`src/hw/dsj_regs.vh`:
```
// constants for the decrement, skip and paged jump slice
`ifndef DSJ_REGS_VH
`define DSJ_REGS_VH
// opcode upper-seven-bit prefixes (bit 8 is the d bit)
`define DSJ_OP_DEC 7'h03
`define DSJ_OP_DSZ 7'h0B
`define DSJ_OP_DSNZ 7'h13
// jump prefix, instruction bits 15..13
`define DSJ_OP_JMP 3'h6
`define DSJ_JMP_W 13
`define DSJ_JMP_MAX 13'h1FFF
// phase encoding
`define DSJ_PH_ONE 2'h0
`define DSJ_PH_TWO 2'h1
`define DSJ_PH_THREE 2'h2
`define DSJ_PH_FOUR 2'h3
// status flag bit positions in the flag vector
`define DSJ_FLG_C 0
`define DSJ_FLG_DC 1
`define DSJ_FLG_Z 2
`define DSJ_FLG_OV 3
`define DSJ_PC_RST 16'h0000
`define DSJ_LATCH_RST 8'h00
`endif

```
`src/hw/dsj_phase_gen.v`:
```
// four-phase sequencer producing the phase count and a one-cycle phase-four strobe
`timescale 1ns/1ps
module dsj_phase_gen (
  input wire clk_sys_in,
  input wire nrst_in,
  output wire [1:0] phase_out,
  output wire phase_four_out
);
`include "dsj_regs.vh"
  reg [1:0] phase_r;
  // free running, each phase is one core clock
  always @(posedge clk_sys_in or negedge nrst_in) begin
    if (!nrst_in) begin
      phase_r <= `DSJ_PH_ONE;
    end else begin
      phase_r <= phase_r + 2'h1;
    end
  end
  assign phase_out = phase_r;
  assign phase_four_out = (phase_r == `DSJ_PH_FOUR);
endmodule

```
`src/hw/dsj_decode_exec.v`:
```
// execute slice for decrement, decrement-skip and paged jump
//
// Contract
// - plain decrement subtracts one and updates zero, carry, dc, ov.
// - skip-on-null decrement is recognised by its upper prefix alone; the d bit is not decoded.
// - d clear sends the result to the accumulator, d set to the register.
// - skip-on-null with zero result turns the next cycle into a nop.
// - skip-on-nonnull decrement is recognised by its own prefix.
// - skip-on-nonnull with nonzero result turns the next cycle into a nop.
// - the jump is a three-bit prefix plus a 13-bit target.
// - the jump target stays inside the current 8K page.
// - the jump loads pc 12..0 and keeps pc 15..13.
// - after a jump the high latch holds pc 15..13 and target 12..8.
// - the jump takes two cycles, the second a nop, with no flag change.
`timescale 1ns/1ps
module dsj_decode_exec (
  input wire clk_sys_in,
  input wire nrst_in,
  input wire [15:0] instr_in,
  input wire [7:0] reg_rdata_in,
  input wire [3:0] flags_in,
  output reg [7:0] reg_addr_out,
  output wire reg_rd_out,
  output reg reg_wr_out,
  output reg [7:0] reg_wdata_out,
  output reg acc_wr_out,
  output reg [7:0] working_accumulator_out,
  output reg flags_wr_out,
  output reg [3:0] flags_out,
  output reg [15:0] pc_out,
  output reg [7:0] program_counter_high_latch_out,
  output wire flush_out,
  output wire [1:0] phase_out,
  output wire cycle_end_out,
  output wire unknown_op_out
);
`include "dsj_regs.vh"
  // ****************************************************
  // phase sequencing
  // ****************************************************
  // phase count and the phase-four strobe, shared by all steps
  wire [1:0] phase;
  wire ph4;
  dsj_phase_gen u_phase (
    .clk_sys_in(clk_sys_in),
    .nrst_in(nrst_in),
    .phase_out(phase),
    .phase_four_out(ph4)
  );
  assign phase_out = phase;
  assign cycle_end_out = ph4;

  // ****************************************************
  // decode
  // ****************************************************
  // operation classes held in op_r for the rest of the cycle
  localparam OP_NONE = 3'h0;
  localparam OP_DEC = 3'h1;
  localparam OP_DSZ = 3'h2;
  localparam OP_DSNZ = 3'h3;
  localparam OP_JMP = 3'h4;

  // per-cycle state; nop_cycle_r marks a discarded cycle
  reg [15:0] ir_r;
  reg [2:0] op_r;
  reg nop_cycle_r;
  reg [7:0] operand_r;
  reg [7:0] result_r;
  reg skip_pend_r;

  // classify an instruction word
  function [2:0] dsj_classify;
    input [15:0] w;
    begin
      if (w[15:13] == `DSJ_OP_JMP)
        dsj_classify = OP_JMP;
      else if (w[15:9] == `DSJ_OP_DEC)
        dsj_classify = OP_DEC;
      else if (w[15:9] == `DSJ_OP_DSZ)
        dsj_classify = OP_DSZ;
      else if (w[15:9] == `DSJ_OP_DSNZ)
        dsj_classify = OP_DSNZ;
      else
        dsj_classify = OP_NONE;
    end
  endfunction

  // decrement with flag update; borrow clears carry
  function [11:0] dsj_decrement;
    input [7:0] v;
    reg [7:0] r;
    begin
      r = v - 8'h01;
      dsj_decrement = {r,
        (v == 8'h80), (r == 8'h00), (v[3:0] != 4'h0), (v != 8'h00)};
    end
  endfunction

  // decoded views of the cycle in flight
  wire [11:0] dec_all = dsj_decrement(operand_r);
  wire [2:0] op_now = dsj_classify(instr_in);
  wire dbit = ir_r[8];
  wire live = !nop_cycle_r;
  // only the decrement family reads the register file
  assign reg_rd_out = live && (phase == `DSJ_PH_TWO) &&
    (op_r == OP_DEC || op_r == OP_DSZ || op_r == OP_DSNZ);
  // limitation: other opcodes are only flagged, never executed
  assign unknown_op_out = live && (op_r == OP_NONE) &&
    (phase != `DSJ_PH_ONE);
  // flush is presented in phase four so fetch drops the next word
  assign flush_out = skip_pend_r && ph4;

  // ****************************************************
  // execute pipeline, one step per phase
  // ****************************************************
  // write pulses default low so each lasts exactly one clock
  always @(posedge clk_sys_in or negedge nrst_in) begin
    if (!nrst_in) begin
      ir_r <= 16'h0000;
      op_r <= OP_NONE;
      nop_cycle_r <= 1'b0;
      operand_r <= 8'h00;
      result_r <= 8'h00;
      skip_pend_r <= 1'b0;
      reg_addr_out <= 8'h00;
      reg_wr_out <= 1'b0;
      reg_wdata_out <= 8'h00;
      acc_wr_out <= 1'b0;
      working_accumulator_out <= 8'h00;
      flags_wr_out <= 1'b0;
      flags_out <= 4'h0;
    end else begin
      reg_wr_out <= 1'b0;
      acc_wr_out <= 1'b0;
      flags_wr_out <= 1'b0;
      case (phase)
        `DSJ_PH_ONE: begin
          // a discarded cycle does nothing in phases two to four
          nop_cycle_r <= skip_pend_r;
          skip_pend_r <= 1'b0;
          ir_r <= instr_in;
          op_r <= skip_pend_r ? OP_NONE : op_now;
          reg_addr_out <= instr_in[7:0];
        end
        `DSJ_PH_TWO: begin
          // operand taken from the register file
          if (live)
            operand_r <= reg_rdata_in;
        end
        `DSJ_PH_THREE: begin
          // skip decided here so flush can stand in phase four
          if (live) begin
            result_r <= dec_all[11:4];
            if (op_r == OP_DSZ && dec_all[11:4] == 8'h00)
              skip_pend_r <= 1'b1;
            if (op_r == OP_DSNZ && dec_all[11:4] != 8'h00)
              skip_pend_r <= 1'b1;
            if (op_r == OP_JMP)
              skip_pend_r <= 1'b1;
          end
        end
        `DSJ_PH_FOUR: begin
          // write-back to the destination chosen by the d bit
          if (live) begin
            case (op_r)
              OP_DEC, OP_DSZ, OP_DSNZ: begin
                if (dbit) begin
                  reg_wr_out <= 1'b1;
                  reg_wdata_out <= result_r;
                end else begin
                  acc_wr_out <= 1'b1;
                  working_accumulator_out <= result_r;
                end
                // only the plain decrement touches flags
                if (op_r == OP_DEC) begin
                  flags_wr_out <= 1'b1;
                  flags_out <= {dec_all[3], dec_all[2],
                    dec_all[1], dec_all[0]};
                end
              end
              OP_JMP: begin
                // pc and page latch move in their own process below
              end
              default: begin
                // opcodes outside this slice pass the flags through
                flags_out <= flags_in;
              end
            endcase
          end
        end
        default: begin
          // unreachable, the phase counter is only two bits wide
          op_r <= OP_NONE;
        end
      endcase
    end
  end

  // ****************************************************
  // program counter and page latch
  // ****************************************************
  // write-back of a live jump, in phase four only
  wire jmp_wb = live && (op_r == OP_JMP) && ph4;

  // a jump rewrites pc 12..0; every other cycle, discarded ones too,
  // counts one word, which is also how the 8K page ever changes
  always @(posedge clk_sys_in or negedge nrst_in) begin
    if (!nrst_in) begin
      pc_out <= `DSJ_PC_RST;
      program_counter_high_latch_out <= `DSJ_LATCH_RST;
    end else if (jmp_wb) begin
      // page bits kept, target confined to the current 8K page
      pc_out <= {pc_out[15:13], ir_r[12:0]};
      // latch takes the old page and target bits 12..8
      program_counter_high_latch_out <=
        {pc_out[15:13], ir_r[12:8]};
    end else if (ph4) begin
      pc_out <= pc_out + 16'h0001;
    end
  end
endmodule

```
`config.mk`:
```
export PLATFORM = sky130hd
export DESIGN_NAME = dsj_decode_exec
export DESIGN_NICKNAME = d
export VERILOG_FILES = /design/src/hw/dsj_phase_gen.v /design/src/hw/dsj_decode_exec.v
export VERILOG_INCLUDE_DIRS = /design/src /design/src/hw
export SDC_FILE = /design/constraint.sdc
export NUM_CORES = 1
export LEC_CHECK = 0
export BUFFER_PORTS_ARGS = -buffer_cell sky130_fd_sc_hd__buf_4
export CAP_MARGIN = 40
export CELL_PAD_IN_SITES_DETAIL_PLACEMENT = 2
export CELL_PAD_IN_SITES_GLOBAL_PLACEMENT = 2
export CORE_AREA = 10 10 95 139
export CTS_BUF_LIST = sky130_fd_sc_hd__clkbuf_4 sky130_fd_sc_hd__clkbuf_8
export DETAILED_ROUTE_END_ITERATION = 12
export DIE_AREA = 0 0 105 149
export PLACE_DENSITY_LB_ADDON = 0.05
export SKIP_LAST_GASP = 1
export SYNTH_ARGS = -nofsm -noshare
export SYNTH_HDL_FRONTEND = slang
export SYNTH_SLANG_ARGS = --single-unit
```
`constraint.sdc`:
```
create_clock -name clk_sys_in -period 4.05 [get_ports clk_sys_in]
set_input_delay 1.215 -clock clk_sys_in [delete_from_list [all_inputs] [get_ports clk_sys_in]]
set_output_delay 1.215 -clock clk_sys_in [all_outputs]
set_load 0.02 [all_outputs]
```
==> qor.yml <==
die_w_um: 105
cts_hold_buf: 0
power_density_mw_per_mm2: 429
synth_edf_count: 0
crit_path_top_delay_cell: "nor4b_1"
synth_common_cells: "nand2_1 (86), dfrtp_1 (83), o21ai_0 (28), mux2_2 (26), a21oi_1 (16)"
nets: 501
grt_use_total: 0.154
hold_path_class: "reg2reg"
p_total_mw: 2.07
postRouteAntennaNets: 0
synth-xor-area-share: 0.0249
drc: 0
numPortBuffers: 90
synth_top_family_by_area: "simple AND/OR/NAND/NOR gates"
post-synth-top-count-cell: "nand2_1"
syn-num-nets: 419
critical_path_required_ps: 2830
synth_warnings: 0
drv_cap: 0
antenna_cells: 0
wirelength_um: 11800
synth_ff_type: "dfrtp_1"
synth_fa_ha_area_frac: 0.0259
rsz0062_at_grt: "false"
grt_max_degree: 51
final-hold-violation-count: 0
crit_path_max_incr_delay_ps: 470
netlist_area_mm2: 0.00387
postSynthAreaPerCell_um2: 10.2
synth_top_cells_by_area: "dfrtp_1 (54%), nand2_1 (8.3%), mux2_2 (7.6%)"
netlist.area_leader.share: 0.537
path_clk_slew_ps: 100
fp-row-count: 47
p_leak_nw: 2.35
drv_slew: 0
cp.arrival_ps: 1830
dieArea_mm2: 0.0156
grt_pass1_wl_um: 19200
gp_congestion: 0.753
end_kind: "output port"
clk_latency_ps: 370
cts_tree: "done"
dpl.hpwl_um: 8920
synthSimpleGateAreaFrac: 0.178
dr.pass1.iters: 3
setup_viol: 0
peakVddDrop_v: 0.000188
grt_pass1_vias: 3602
synthMuxAreaShare: 0.0756
finalClockSkew_ps: 14.3
worstSetupPathType: "reg2out"
wl_per_cell_um: 19.1
dieHeight_um: 149
io_pins: 91
numCtsBuffers: 9
setup.worst_path.start_class: "register"
cts_setup_buffers: 0
ctsResizeCount: 0
synth-seq-cells: 83
period_minus_slack_ps: 3050
synth_top_cell_by_area: "dfrtp_1"
ys_async_sr_fraction: 1.00
drt_iter0_drc: 74
fin_setup_tns_ps: 0
status: "finished clean"
maxSlewHeadroom: 0.492
crit_chain: "nor2_2 > nor4b_1 > buf_4"
areaGrowthSynthToFinish_pct: 24.7
yosysSeqAreaShare: 0.537
max_freq_mhz: 328
synth_cell_types: 46
via_per_inst: 5.04
num_vias: 3101
cts_buffer_depth: 2
clockRootBuffer: "clkbuf_8"
synth_compound_area_frac: 0.109
netlist_instances: 381
min_period_over_period: 0.753
crit_fanout: 9
h-tree-depth: 3
core_mm2: 0.0108
grt_overflow_total: 0
drive_gt1_frac: 0.306
grt_antenna_before_repair: 0
cts_sinks: 83
start_util: 0.358
tightest_slew_ps: 759
utilization: 0.446
-- per-layer routing --
layer / vias to the layer above / global-route usage / routed length, um
li1: 1460 / - / -
met1: 1575 / 0.156 / 4440
met2: 53 / 0.302 / 6810
met3: 13 / 0.0333 / 367
met4: 0 / 0.0503 / 144
met5: - / 0 / 0
-- metrics by stage --
| step | instance area (um2) | instances | hold WS (ps) | setup slack [ps] |
|---|---|---|---|---|
| after global placement | 4620 | 598 | 461 | 1440 |
| final | 4830 | 615 | 493 | 1000 |
| after CTS | 4830 | 615 | 496 | 994 |
| after detailed placement | 4650 | 599 | 474 | 1430 |
| after floorplan | 3870 | 381 | 453 | 1060 |
| after global routing | 4830 | 615 | 518 | 936 |
-- cell usage in the layout, fill, tap and decap left out, drive strengths merged --
| cell | n |
|---|---|
| nand2b | 4 |
| o21a | 2 |
| clkinvlp | 1 |
| a21oi | 16 |
| ha | 8 |
| nand3b | 2 |
| nand4 | 3 |
| a22o | 2 |
| nor4 | 3 |
| and4 | 1 |
| o21ai | 29 |
| o311ai | 1 |
| buf | 95 |
| xor2 | 4 |
| o211a | 1 |
| nor4b | 2 |
| o221ai | 1 |
| nor2 | 13 |
| or2 | 1 |
| nand3 | 13 |
| o41ai | 4 |
| mux2 | 26 |
| nor3 | 6 |
| and2 | 2 |
| and3 | 5 |
| a31oi | 3 |
| o211ai | 1 |
| clkinv | 3 |
| o22ai | 6 |
| a21o | 1 |
| clkbuf | 10 |
| nor2b | 3 |
| inv | 16 |
| xnor2 | 7 |
| nand4b | 2 |
| dfrtp | 83 |
| nand2 | 86 |
| a22oi | 2 |
-- where the power goes --
group	total, mW	switching, mW	internal, mW	leakage, nW
logic	0.451	0.252	0.199	1.22
clock network	0.574	0.338	0.237	0.0911
registers	1.04	0.120	0.924	1.04
total	2.07	0.709	1.36	2.35
-- path summary, 6_finish.rpt --
path	start	to	slack, ps	depth (start not counted)
min in group asynchronous	nrst_in	operand_r[6]$_DFFE_PN0P_	800	1
min	program_counter_high_latch_out[7]$_DFFE_PN0P_	program_counter_high_latch_out[7]$_DFFE_PN0P_	490	2
max reg2reg	u_phase.phase_out[0]$_DFF_PN0_	pc_out[9]$_DFFE_PN0P_	1510	6
max	op_r[0]$_DFFE_PN0N_	unknown_op_out	1000	3
max in group asynchronous	nrst_in	pc_out[11]$_DFFE_PN0P_	2620	2
min reg2reg	program_counter_high_latch_out[7]$_DFFE_PN0P_	program_counter_high_latch_out[7]$_DFFE_PN0P_	490	2
-- kinds of logic after synthesis --
family                     Yosys count
and+or+nand+nor                    146
DFF                                 83
AOI/OAI and AO/OA                   69
buffers and inverters               38
muxes                               26
xor gates and xnor gates            11
adders and majority gates            8
-- registers in the layout, summed over array words and instances (netlist names), 2 cells and up --
signal and cells:
pc_out 16, operand_r 8, op_r 3, reg_addr_out 7
ir_r 6, flags_out 4, u_phase.phase_out 2, program_counter_high_latch_out 8
result_r 8, working_accumulator_out 8, reg_wdata_out 8
-- cell type report --
cell class | count | area, um2
clock buffer | 10 | 131
clock inverter | 6 | 47.5
timing repair buffer | 95 | 733
multi-input combinational | 260 | 1600
fill | 1225 | 5990
tap | 147 | 184
inverter | 14 | 52.6
sequential | 83 | 2080
-- worst max-delay path, delay by kind of cell (launching register included) --
family	cells	cell delay, ps
buffers and inverters	1	230
flip-flops	1	410
AND/OR/NAND/NOR	2	820
(Power assumes the default switching activity.)
